--- config.mk ---
export PLATFORM = sky130hd
export DESIGN_NAME = rx_split_descriptor_writeback
export DESIGN_NICKNAME = d
export VERILOG_FILES = /design/src/hdl/rxsplit_pkg.sv /design/src/hdl/addr_store.sv /design/src/hdl/frag_csum_select.sv /design/src/hdl/rx_split_descriptor_writeback.sv
export VERILOG_INCLUDE_DIRS = /design/src /design/src/hdl
export SDC_FILE = /design/constraint.sdc
export NUM_CORES = 2
export LEC_CHECK = 0
export BUFFER_PORTS_ARGS = -buffer_cell sky130_fd_sc_hd__buf_4
export CAP_MARGIN = 20
export CORE_UTILIZATION = 40
export DETAILED_ROUTE_END_ITERATION = 16
export PLACE_DENSITY = 0.66
export SYNTH_ARGS = -nofsm -noshare
export SYNTH_HDL_FRONTEND = slang
export SYNTH_SLANG_ARGS = --single-unit
--- constraint.sdc ---
create_clock -name MCLK -period 16.6 [get_ports MCLK]
set_clock_uncertainty 0.2 [all_clocks]
set_input_delay 1.66 -clock MCLK [delete_from_list [all_inputs] [get_ports MCLK]]
set_output_delay 1.66 -clock MCLK [all_outputs]
set_load 0.02 [all_outputs]
--- src/hdl/rxsplit_defs.svh ---
`ifndef RXSPLIT_DEFS_SVH
`define RXSPLIT_DEFS_SVH
// -----------------------------------------------------------------
// register offsets (byte addresses on the plain port)
// -----------------------------------------------------------------
`define OFF_CSUM_CTRL  5'h00
`define OFF_FILT_CTRL  5'h04
`define OFF_RX_CTRL    5'h08
`define OFF_SPLIT_CTRL 5'h0C
`define OFF_STATUS     5'h10
// -----------------------------------------------------------------
// field positions, write masks and reset values
// -----------------------------------------------------------------
`define CSUM_PACKET_CHECKSUM_DISABLE      0
`define CSUM_IP_PAYLOAD_CHECKSUM_ENABLE    1
`define CSUM_TRANSPORT_OFFLOAD_ENABLE     2
`define CSUM_CHECKSUM_START_OFFSET_LSB  8
`define CSUM_MASK      32'h0000_FF07
`define CSUM_RESET     32'h0000_0000
`define FILT_EXTENDED_STATUS_ENABLE    0
`define FILT_MASK      32'h0000_0001
`define RXC_MASK       32'h0000_0003
`define DESCRIPTOR_TYPE_SPLIT     2'h1
`define SPLIT_RESET    32'h0808_0808
`define BSIZE_SHIFT    7
// -----------------------------------------------------------------
// write-back layout
// -----------------------------------------------------------------
`define ERR_RXE        11
`define ERR_IPE        10
`define ERR_L4         9
`define ERR_CE         4
`define STA_DD         0
`define STA_EOP        1
`define STA_VP         3
`define STA_UDP_CHECKSUMMED      4
`define STA_TCP_CHECKSUMMED      5
`define STA_IPCS       6
`define STA_IP_IDENT_VALID      9
`define STA_UDP_CHECKSUM_VALID       10
`define EXT_ERR_LSB    20
`define HDR_SPLIT_BIT  15
`define WB_WORDS       3'h4
`endif

--- src/hdl/rxsplit_pkg.sv ---
package rxsplit_pkg;
   // one-hot descriptor sequencer states
   typedef enum logic [3:0] {
      ST_IDLE  = 4'b0001,
      ST_FETCH = 4'b0010,
      ST_WAIT  = 4'b0100,
      ST_WRITE = 4'b1000
   } state_type;
endpackage

--- src/hdl/addr_store.sv ---
// four buffer addresses of the descriptor in flight; read data registered
module addr_store
   import rxsplit_pkg::*;
(
   input  wire logic        clk,
   input  wire logic        rst,
   input  wire logic        wr_en,
   input  wire logic [1:0]  wr_idx,
   input  wire logic [63:0] wr_data,
   input  wire logic [1:0]  rd_idx,
   output logic      [63:0] rd_data
);
   typedef struct packed {
      logic [3:0][63:0] mem;
      logic [63:0]      rdata;
   } store_type;

   store_type r_reg, r_next;

   // write one slot, read registered
   always_comb begin
      r_next = r_reg;
      if (wr_en) begin
         r_next.mem[wr_idx] = wr_data;
      end
      r_next.rdata = r_reg.mem[rd_idx];
   end

   always_ff @(posedge clk) begin
      if (rst) begin
         r_reg <= '0;
      end else begin
         r_reg <= r_next;
      end
   end

   assign rd_data = r_reg.rdata;
endmodule

--- src/hdl/frag_csum_select.sv ---
// picks packet checksum, ip ident and the four offload flags per packet type
module frag_csum_select
   import rxsplit_pkg::*;
(
   input  wire logic        clk,
   input  wire logic        rst,
   input  wire logic        load,
   input  wire logic        ip_payload_checksum_enable,
   input  wire logic        checksum_start_offset_zero,
   input  wire logic        transport_offload_enable,
   input  wire logic        ipv4,
   input  wire logic        frag,
   input  wire logic        tcp,
   input  wire logic        udp,
   input  wire logic        udp_nz,
   input  wire logic [15:0] ipid,
   input  wire logic [15:0] csum_whole,
   input  wire logic [15:0] csum_payload,
   input  wire logic [15:0] csum_pseudo,
   output logic      [15:0] csum,
   output logic      [15:0] ipid_out,
   output logic      [3:0]  flags
);
   // flags order: udp_checksum_valid, ip_ident_valid, udp_checksummed, tcp_checksummed
   typedef struct packed {
      logic [15:0] csum;
      logic [15:0] ipid;
      logic [3:0]  flags;
   } sel_type;

   sel_type r_reg, r_next;

   // end-around-carry add; one fold is enough for two 16-bit operands
   function automatic logic [15:0] ones_add(input logic [15:0] a, input logic [15:0] b);
      logic [16:0] s;
      s = {1'b0, a} + {1'b0, b};
      return s[15:0] + {15'b0, s[16]};
   endfunction

   // classify on load, hold otherwise
   always_comb begin
      logic auto_start;
      auto_start = ip_payload_checksum_enable && checksum_start_offset_zero;
      r_next = r_reg;
      if (load) begin
         r_next.csum  = csum_whole;
         r_next.ipid  = 16'h0000;
         r_next.flags = 4'h0;
         if (ipv4 && !frag) begin
            r_next.flags = {2'b00, transport_offload_enable && udp, transport_offload_enable && tcp};
         end else if (ipv4 && frag) begin
            r_next.ipid  = ipid;
            r_next.flags = 4'b0100;
            if (auto_start && udp) begin
               r_next.csum  = ones_add(csum_payload, csum_pseudo);
               r_next.flags = {udp_nz, 3'b110};
            end else if (auto_start && !tcp) begin
               r_next.csum  = csum_payload;
               r_next.flags = 4'b0110;
            end
         end
      end
   end

   always_ff @(posedge clk) begin
      if (rst) begin
         r_reg <= '0;
      end else begin
         r_reg <= r_next;
      end
   end

   assign csum     = r_reg.csum;
   assign ipid_out = r_reg.ipid;
   assign flags    = r_reg.flags;
endmodule

--- src/hdl/rx_split_descriptor_writeback.sv ---
module rx_split_descriptor_writeback
   import rxsplit_pkg::*;
(
   input  wire logic        MCLK,
   input  wire logic        RST,
   input  wire logic [4:0]  REG_ADDR,
   input  wire logic [31:0] REG_WDATA,
   input  wire logic        REG_WR,
   input  wire logic        REG_RD,
   output logic      [31:0] REG_RDATA,
   input  wire logic        DESC_VALID,
   input  wire logic [63:0] DESC_DATA,
   output logic             DESC_READY,
   input  wire logic        PKT_VALID,
   input  wire logic        PKT_EOP,
   input  wire logic [15:0] PKT_LEN,
   input  wire logic [9:0]  PKT_HDR_LEN,
   input  wire logic        PKT_IPV4,
   input  wire logic        PKT_FRAG,
   input  wire logic        PKT_TCP,
   input  wire logic        PKT_UDP,
   input  wire logic        PKT_UDP_CSUM_NZ,
   input  wire logic        PKT_VLAN_PRESENT,
   input  wire logic [15:0] PKT_VLAN,
   input  wire logic [15:0] PKT_IPID,
   input  wire logic [15:0] PKT_CSUM_WHOLE,
   input  wire logic [15:0] PKT_CSUM_PAYLOAD,
   input  wire logic [15:0] PKT_CSUM_PSEUDO,
   input  wire logic [31:0] PKT_RSS_HASH,
   input  wire logic [31:0] PKT_MRQ,
   input  wire logic [3:0]  PKT_ERR,
   output logic             PKT_READY,
   output logic             WB_VALID,
   output logic [1:0]       WB_INDEX,
   output logic [63:0]      WB_DATA,
   output logic [63:0]      WB_BUF_ADDR,
   output logic [15:0]      WB_BUF_LEN,
   output logic             SPLIT_MODE
);
`include "rxsplit_defs.svh"

   // -----------------------------------------------------------------
   // state
   // -----------------------------------------------------------------
   typedef struct packed {
      state_type        state;
      logic [2:0]       cnt;
      logic [1:0]       widx;
      logic [31:0]      csum_ctl;
      logic [31:0]      filt_ctl;
      logic [31:0]      rx_ctl;
      logic [31:0]      split_ctl;
      logic [31:0]      rdata;
      logic [15:0]      desc_count;
      logic             cont;
      logic             split;
      logic             eop;
      logic             vp;
      logic             ipcs;
      logic [9:0]       header_byte_count;
      logic [3:0][15:0] len;
      logic [15:0]      vlan;
      logic [3:0]       err;
      logic [31:0]      rss;
      logic [31:0]      multi_queue_info;
      logic             mode;
      logic             desc_rdy;
      logic             pkt_rdy;
      logic             wb_valid;
      logic [1:0]       wb_index;
      logic [63:0]      wb_data;
      logic [63:0]      wb_addr;
      logic [15:0]      wb_len;
   } top_type;

   top_type r_reg, r_next;

   logic [63:0] mem_rdata;
   logic [15:0] pk_csum;
   logic [15:0] pk_ipid;
   logic [3:0]  pk_flags;

   function automatic logic [15:0] min16(input logic [15:0] a, input logic [15:0] b);
      return (a < b) ? a : b;
   endfunction

   // buffer size in bytes from the 8-bit field in 128-byte units
   function automatic logic [15:0] bsize(input logic [31:0] ctl, input logic [1:0] i);
      logic [7:0] f;
      f = ctl[{i, 3'b000} +: 8];
      return {1'b0, f, 7'b000_0000};
   endfunction

   // -----------------------------------------------------------------
   // submodules
   // -----------------------------------------------------------------
   addr_store u_addr (
      .clk     (MCLK),
      .rst     (RST),
      .wr_en   (r_reg.desc_rdy && DESC_VALID),
      .wr_idx  (r_reg.widx),
      .wr_data (DESC_DATA),
      .rd_idx  (r_reg.cnt[1:0]),
      .rd_data (mem_rdata)
   );

   frag_csum_select u_csum (
      .clk          (MCLK),
      .rst          (RST),
      .load         (r_reg.pkt_rdy && PKT_VALID),
      .ip_payload_checksum_enable       (r_reg.csum_ctl[`CSUM_IP_PAYLOAD_CHECKSUM_ENABLE]),
      .checksum_start_offset_zero    (r_reg.csum_ctl[`CSUM_CHECKSUM_START_OFFSET_LSB +: 8] == 8'h00),
      .transport_offload_enable        (r_reg.csum_ctl[`CSUM_TRANSPORT_OFFLOAD_ENABLE]),
      .ipv4         (PKT_IPV4),
      .frag         (PKT_FRAG),
      .tcp          (PKT_TCP),
      .udp          (PKT_UDP),
      .udp_nz       (PKT_UDP_CSUM_NZ),
      .ipid         (PKT_IPID),
      .csum_whole   (PKT_CSUM_WHOLE),
      .csum_payload (PKT_CSUM_PAYLOAD),
      .csum_pseudo  (PKT_CSUM_PSEUDO),
      .csum         (pk_csum),
      .ipid_out     (pk_ipid),
      .flags        (pk_flags)
   );

   // -----------------------------------------------------------------
   // next state
   // -----------------------------------------------------------------
   always_comb begin
      logic [15:0] rem;
      logic [15:0] take;
      logic        do_split;
      logic [1:0]  oi;
      logic [19:0] sta;
      logic [11:0] err;
      rem      = 16'h0000;
      take     = 16'h0000;
      do_split = 1'b0;
      oi       = 2'b00;
      sta      = 20'h0_0000;
      err      = 12'h000;
      r_next   = r_reg;
      r_next.rdata    = 32'h0000_0000;
      r_next.wb_valid = 1'b0;

      // register writes
      if (REG_WR) begin
         case (REG_ADDR)
            `OFF_CSUM_CTRL:  r_next.csum_ctl  = REG_WDATA & `CSUM_MASK;
            `OFF_FILT_CTRL:  r_next.filt_ctl  = REG_WDATA & `FILT_MASK;
            `OFF_RX_CTRL:    r_next.rx_ctl    = REG_WDATA & `RXC_MASK;
            `OFF_SPLIT_CTRL: r_next.split_ctl = REG_WDATA;
            default:         r_next.rdata     = 32'h0000_0000;
         endcase
      end
      // register reads, data valid the next cycle only; unmapped reads zero
      if (REG_RD) begin
         case (REG_ADDR)
            `OFF_CSUM_CTRL:  r_next.rdata = r_reg.csum_ctl;
            `OFF_FILT_CTRL:  r_next.rdata = r_reg.filt_ctl;
            `OFF_RX_CTRL:    r_next.rdata = r_reg.rx_ctl;
            `OFF_SPLIT_CTRL: r_next.rdata = r_reg.split_ctl;
            `OFF_STATUS:     r_next.rdata = {r_reg.desc_count, 11'h000, r_reg.mode,
                                             r_reg.state};
            default:         r_next.rdata = 32'h0000_0000;
         endcase
      end

      // split format is only legal with extended status and type 01b
      r_next.mode = r_reg.filt_ctl[`FILT_EXTENDED_STATUS_ENABLE] &&
                    (r_reg.rx_ctl[1:0] == `DESCRIPTOR_TYPE_SPLIT);

      case (r_reg.state)
         ST_IDLE: begin
            if (r_reg.mode) begin
               r_next.state = ST_FETCH;
               r_next.widx  = 2'b00;
            end
         end
         ST_FETCH: begin
            if (DESC_VALID) begin
               r_next.widx = r_reg.widx + 2'b01;
               if (r_reg.widx == 2'b11) begin
                  r_next.state = ST_WAIT;
               end
            end
         end
         ST_WAIT: begin
            if (PKT_VALID) begin
               // header must fit buffer 0 whole, and only a first descriptor splits
               do_split = (PKT_HDR_LEN != 10'h000) && !r_reg.cont &&
                          ({6'b0, PKT_HDR_LEN} <= bsize(r_reg.split_ctl, 2'b00));
               rem = do_split ? PKT_LEN - {6'b0, PKT_HDR_LEN} : PKT_LEN;
               r_next.len[0] = do_split ? {6'b0, PKT_HDR_LEN} : 16'h0000;
               for (int i = 0; i < 4; i++) begin
                  if ((i != 0) || (!do_split && !r_reg.cont)) begin
                     take = min16(rem, bsize(r_reg.split_ctl, 2'(i)));
                     r_next.len[i] = take;
                     rem = rem - take;
                  end
               end
               r_next.split = do_split;
               r_next.header_byte_count  = PKT_HDR_LEN;
               r_next.eop   = PKT_EOP;
               r_next.vp    = PKT_VLAN_PRESENT;
               r_next.vlan  = PKT_VLAN;
               r_next.ipcs  = PKT_IPV4;
               r_next.err   = PKT_ERR;
               r_next.rss   = PKT_RSS_HASH;
               r_next.multi_queue_info   = PKT_MRQ;
               r_next.cnt   = 3'h0;
               r_next.state = ST_WRITE;
            end
         end
         ST_WRITE: begin
            r_next.cnt = r_reg.cnt + 3'h1;
            if (r_reg.cnt != 3'h0) begin
               oi = 2'(r_reg.cnt - 3'h1);
               r_next.wb_valid = 1'b1;
               r_next.wb_index = oi;
               r_next.wb_addr  = mem_rdata;
               r_next.wb_len   = r_reg.len[oi];
               err[`ERR_RXE] = r_reg.err[3];
               err[`ERR_IPE] = r_reg.err[2];
               err[`ERR_L4]  = r_reg.err[1];
               err[`ERR_CE]  = r_reg.err[0];
               sta[`STA_DD]    = 1'b1;
               sta[`STA_EOP]   = r_reg.eop;
               sta[`STA_VP]    = r_reg.vp;
               sta[`STA_IPCS]  = r_reg.ipcs;
               sta[`STA_UDP_CHECKSUM_VALID]  = pk_flags[3];
               sta[`STA_IP_IDENT_VALID] = pk_flags[2];
               sta[`STA_UDP_CHECKSUMMED] = pk_flags[1];
               sta[`STA_TCP_CHECKSUMMED] = pk_flags[0];
               case (oi)
                  2'b00: r_next.wb_data = r_reg.csum_ctl[`CSUM_PACKET_CHECKSUM_DISABLE] ?
                                          {r_reg.rss, r_reg.multi_queue_info} :
                                          {pk_csum, pk_ipid, r_reg.multi_queue_info};
                  2'b01: r_next.wb_data = {r_reg.vlan, r_reg.len[0], err, sta};
                  2'b10: r_next.wb_data = {r_reg.len[3], r_reg.len[2], r_reg.len[1],
                                           r_reg.split, 5'b00000, r_reg.header_byte_count};
                  default: r_next.wb_data = 64'h0000_0000_0000_0000;
               endcase
            end
            if (r_reg.cnt == `WB_WORDS) begin
               r_next.cont       = !r_reg.eop;
               r_next.desc_count = r_reg.desc_count + 16'h0001;
               r_next.state      = ST_IDLE;
            end
         end
         default: r_next.state = ST_IDLE;
      endcase

      r_next.desc_rdy = (r_next.state == ST_FETCH);
      r_next.pkt_rdy  = (r_next.state == ST_WAIT);
   end

   // -----------------------------------------------------------------
   // registers
   // -----------------------------------------------------------------
   always_ff @(posedge MCLK) begin
      if (RST) begin
         r_reg           <= '0;
         r_reg.state     <= ST_IDLE;
         r_reg.csum_ctl  <= `CSUM_RESET;
         r_reg.split_ctl <= `SPLIT_RESET;
      end else begin
         r_reg <= r_next;
      end
   end

   assign REG_RDATA   = r_reg.rdata;
   assign DESC_READY  = r_reg.desc_rdy;
   assign PKT_READY   = r_reg.pkt_rdy;
   assign WB_VALID    = r_reg.wb_valid;
   assign WB_INDEX    = r_reg.wb_index;
   assign WB_DATA     = r_reg.wb_data;
   assign WB_BUF_ADDR = r_reg.wb_addr;
   assign WB_BUF_LEN  = r_reg.wb_len;
   assign SPLIT_MODE  = r_reg.mode;

   wire wb1 = WB_VALID && (WB_INDEX == 2'b01);
endmodule

==> flow_summary_export.csv <==
group,metric,value,unit
route,drtIter0Drc,2909,
placement,place_ws,0.241,ns
floorplanning,die_w,298,µm
route,wl_met3,8.35,mm
layout,nNetsFinal,4768,
logic_synthesis,synth_area_leader_cell,"dfxtp_1",
setup_path,cpMaxStageDelayCell,"fa_1",
sta,grt_setup_unrepaired,"false",
setup_path,crit_end,"r_reg[289]$_SDFFE_PP0P_",
sta,hold_viol_final,0,
route,routedWlPerCell,20.9,µm
sta,setup_viol,0,
setup_path,cp-end-kind,"flop",
sta,setup_tns,0,ns
logic_synthesis,yosysMostFrequentCell,"nand2_1",
setup_path,crit_start,"PKT_LEN[0]",
floorplanning,io_pins,470,
setup_path,r2r_setup_slack,1.73,ns
pwr,clkPwrFrac,0.437,
clocking,ctsRootBufferMaster,"clkbuf_16",
clocking,worstSkewPairLatency,0.66,ns
route,via_per_inst,5.49,
route,totalWireLength,117,mm
pwr,total_power,4.54,mW
route,dr.max_layer_used,"met5",
setup_path,cp_max_fo,14,
clocking,numCtsBuffers,86,
setup_path,r2r-start,"r_reg[363]$_SDFFE_PP0P_",
route,firstDrtPassIters,8,
pwr,pwr-share-seq,0.409,
pwr,vdd.ir_drop.worst,83.9,µV
route,routed-wl-met2,56.7,mm
grt,grt-ovfl-total,0,
floorplanning,die_area,0.0891,mm²
logic_synthesis,async_reset_ff_frac,0,
route,remaining_drc_errors,0,
floorplanning,die_h,298,µm
placement,place_hpwl,78.6,mm
pwr,power.internal,3.32,mW
setup_path,max_stage_delay,0.41,ns
clocking,htreeDepth,3,
grt,first_global_vias,29000,
logic_synthesis,synth_commonest_cells,"nand2_1 (1045), dfxtp_1 (772), a21oi_1 (632)",
pwr,p_sw_frac,0.269,
pwr,p_per_area,110,mW/mm²
grt,grt_pass1_wl,176,mm
logic_synthesis,synth_edf_count,0,
setup_path,worstPathRequired,16.86,ns
logic_synthesis,ys.flop_type,"dfxtp_1",
run,drv_cap,0,
logic_synthesis,yosys_warnings,0,
logic_synthesis,synth.distinct_cells,80,
clocking,cts_tree,"built",
setup_path,worstReg2RegEnd,"r_reg[289]$_SDFFE_PP0P_",
logic_synthesis,syn-num-nets,4623,
logic_synthesis,syn_area_per_cell,8.29,µm²
sta,max_clock_freq,64.5,MHz
min_path,hold_start,"u_addr.rd_data[59]$_SDFF_PP0_",
status,status,"finished clean",
sta,finalCritPeriodShare,0.934,
pwr,p_comb_frac,0.155,
min_path,hp-class,"reg2reg",
route,met1_length,47.9,mm
grt,track_usage,0.254,
sta,post-route-min-period,15.51,ns
sta,drv_slew,0,
logic_synthesis,syn_inst,4239,
floorplanning,start_util,0.404,
clocking,clock_path_buffers,3,
clocking,clk_pin_slew,0.06,ns
setup_path,rr_worst_depth,68,
layout,largest_reg_flops,256,
setup_path,critPathArrivalTime,15.76,ns
placement,dp_cells,5450,
floorplanning,core,0.0869,mm²
logic_synthesis,ys_top_cells_by_area,"dfxtp_1 (44%), nand2_1 (11%), a21oi_1 (9.0%)",
sta,fin_ws,1.09,ns
floorplanning,num_rows,108,
route,ant_nets,0,
setup_path,crit_type,"in2reg",
sta,hold_slack,0.210,ns
pwr,netSwitchingPower,1.22,mW
layout,finalNonFillerCells,5620,
setup_path,start_kind,"primary input",
setup_path,crit_top_cell,"o21a_1",
logic_synthesis,ys_ff_latch,772,
pwr,leakage,15.0,nW
layout,area_growth,17.5,%
layout,drive_above_1_share,0.186,
placement,gp_congestion,0.928,
logic_synthesis,syn-cell-area,0.0351,mm²
grt,grt_max_degree,214,
grt,antenna_found_initial,10,
sta,slew_headroom,0.187,
logic_synthesis,netlist.area_leader.share,0.440,
clocking,hold_buffers,0,
placement,numPortBuffers,469,
logic_synthesis,yosysSeqAreaShare,0.440,
sta,worst-slew-pin-transition,1.22,ns
clocking,clkSinkCount,772,
route,vias,30800,
-- timing repair --
item | CTS | global route
endpoints found under the setup margin | 0 | 15
resized for setup | 0 | 10
endpoints found under the hold margin | 0 | 0
setup buffers | 0 | 1
-- cell type report --
cell class	instances	area (µm²)
fillers	8385	45600
multi-input cells	2921	17100
flip-flops and latches	772	15500
repair buffers	523	3960
clock buffers	129	2550
well taps	1155	1450
clock inverters	32	463
inverters	80	300
diodes	8	20.0
-- metal layers --
| metal | vias to the layer above | global-route usage |
|---|---|---|
| li1 | 14600 | - |
| met1 | 14800 | 0.320 |
| met4 | 4 | 0.106 |
| met2 | 1149 | 0.424 |
| met3 | 227 | 0.0470 |
| met5 | - | 0 |
-- through the flow --
stage / instance area [µm²] / utilization
2_1_floorplan: 35100 / -
3_3_place_gp: 38200 / 0.440
3_5_place_dp: 38200 / 0.440
4_1_cts: 41200 / 0.474
5_1_grt: 41300 / 0.475
6_report: 41300 / 0.475
-- power groups by stage --
stage          combinational (mW)  sequential [mW]  clock [mW]
6_report                    0.701             1.85        1.98
5_1_grt                     0.774             1.85        2.09
3_3_place_gp                0.673             1.90           0
4_1_cts                     0.682             1.85        2.01
3_5_place_dp                0.679             1.90           0
2_1_floorplan               0.470             1.89           0
-- cell families after synthesis --
kind of cell / Yosys count / share of synthesized area
AND/OR/NAND/NOR: 1638 / 0.194
AO/OA/AOI/OAI: 989 / 0.170
flip-flops: 772 / 0.440
buffers and inverters: 546 / 0.0778
multiplexers: 132 / 0.0674
adder cells (fa/ha/maj): 96 / 0.0346
XOR/XNOR: 65 / 0.0166
other: 1 / 0.000107
-- cell usage in the layout (no fill, tap or decap), drive strengths merged, types with 74 or more instances in the layout --
cell / synthesis / routed
buf: 213 / 523
clkbuf: 253 / 129
dfxtp: 772 / 772
ha: 94 / 94
and2: 77 / 77
mux4: 80 / 80
a21oi: 633 / 633
nand2: 1045 / 1045
nor2: 297 / 297
inv: 80 / 83
a22oi: 74 / 74
-- worst max-delay path, delay by kind of cell --
kind | cells | cell delay [ns]
buffers and inverters | 7 | 1.02
adder cells (fa/ha/maj) | 9 | 2.70
AND/OR/NAND/NOR | 12 | 1.82
AO/OA/AOI/OAI | 39 | 7.17
multiplexers | 3 | 0.76
XOR/XNOR | 3 | 0.64
-- worst min path at each step --
stage | cells after the start | slack, ns | end
floorplan | 2 | 0.22 | WB_BUF_ADDR[0]$_SDFFE_PP0P_
global placement | 2 | 0.22 | WB_BUF_ADDR[27]$_SDFFE_PP0P_
detailed placement | 2 | 0.23 | WB_BUF_ADDR[10]$_SDFFE_PP0P_
CTS | 2 | 0.21 | WB_BUF_ADDR[44]$_SDFFE_PP0P_
global route | 2 | 0.25 | WB_BUF_ADDR[10]$_SDFFE_PP0P_
finish | 2 | 0.21 | WB_BUF_ADDR[59]$_SDFFE_PP0P_
Power figures use the tool's default switching activity.
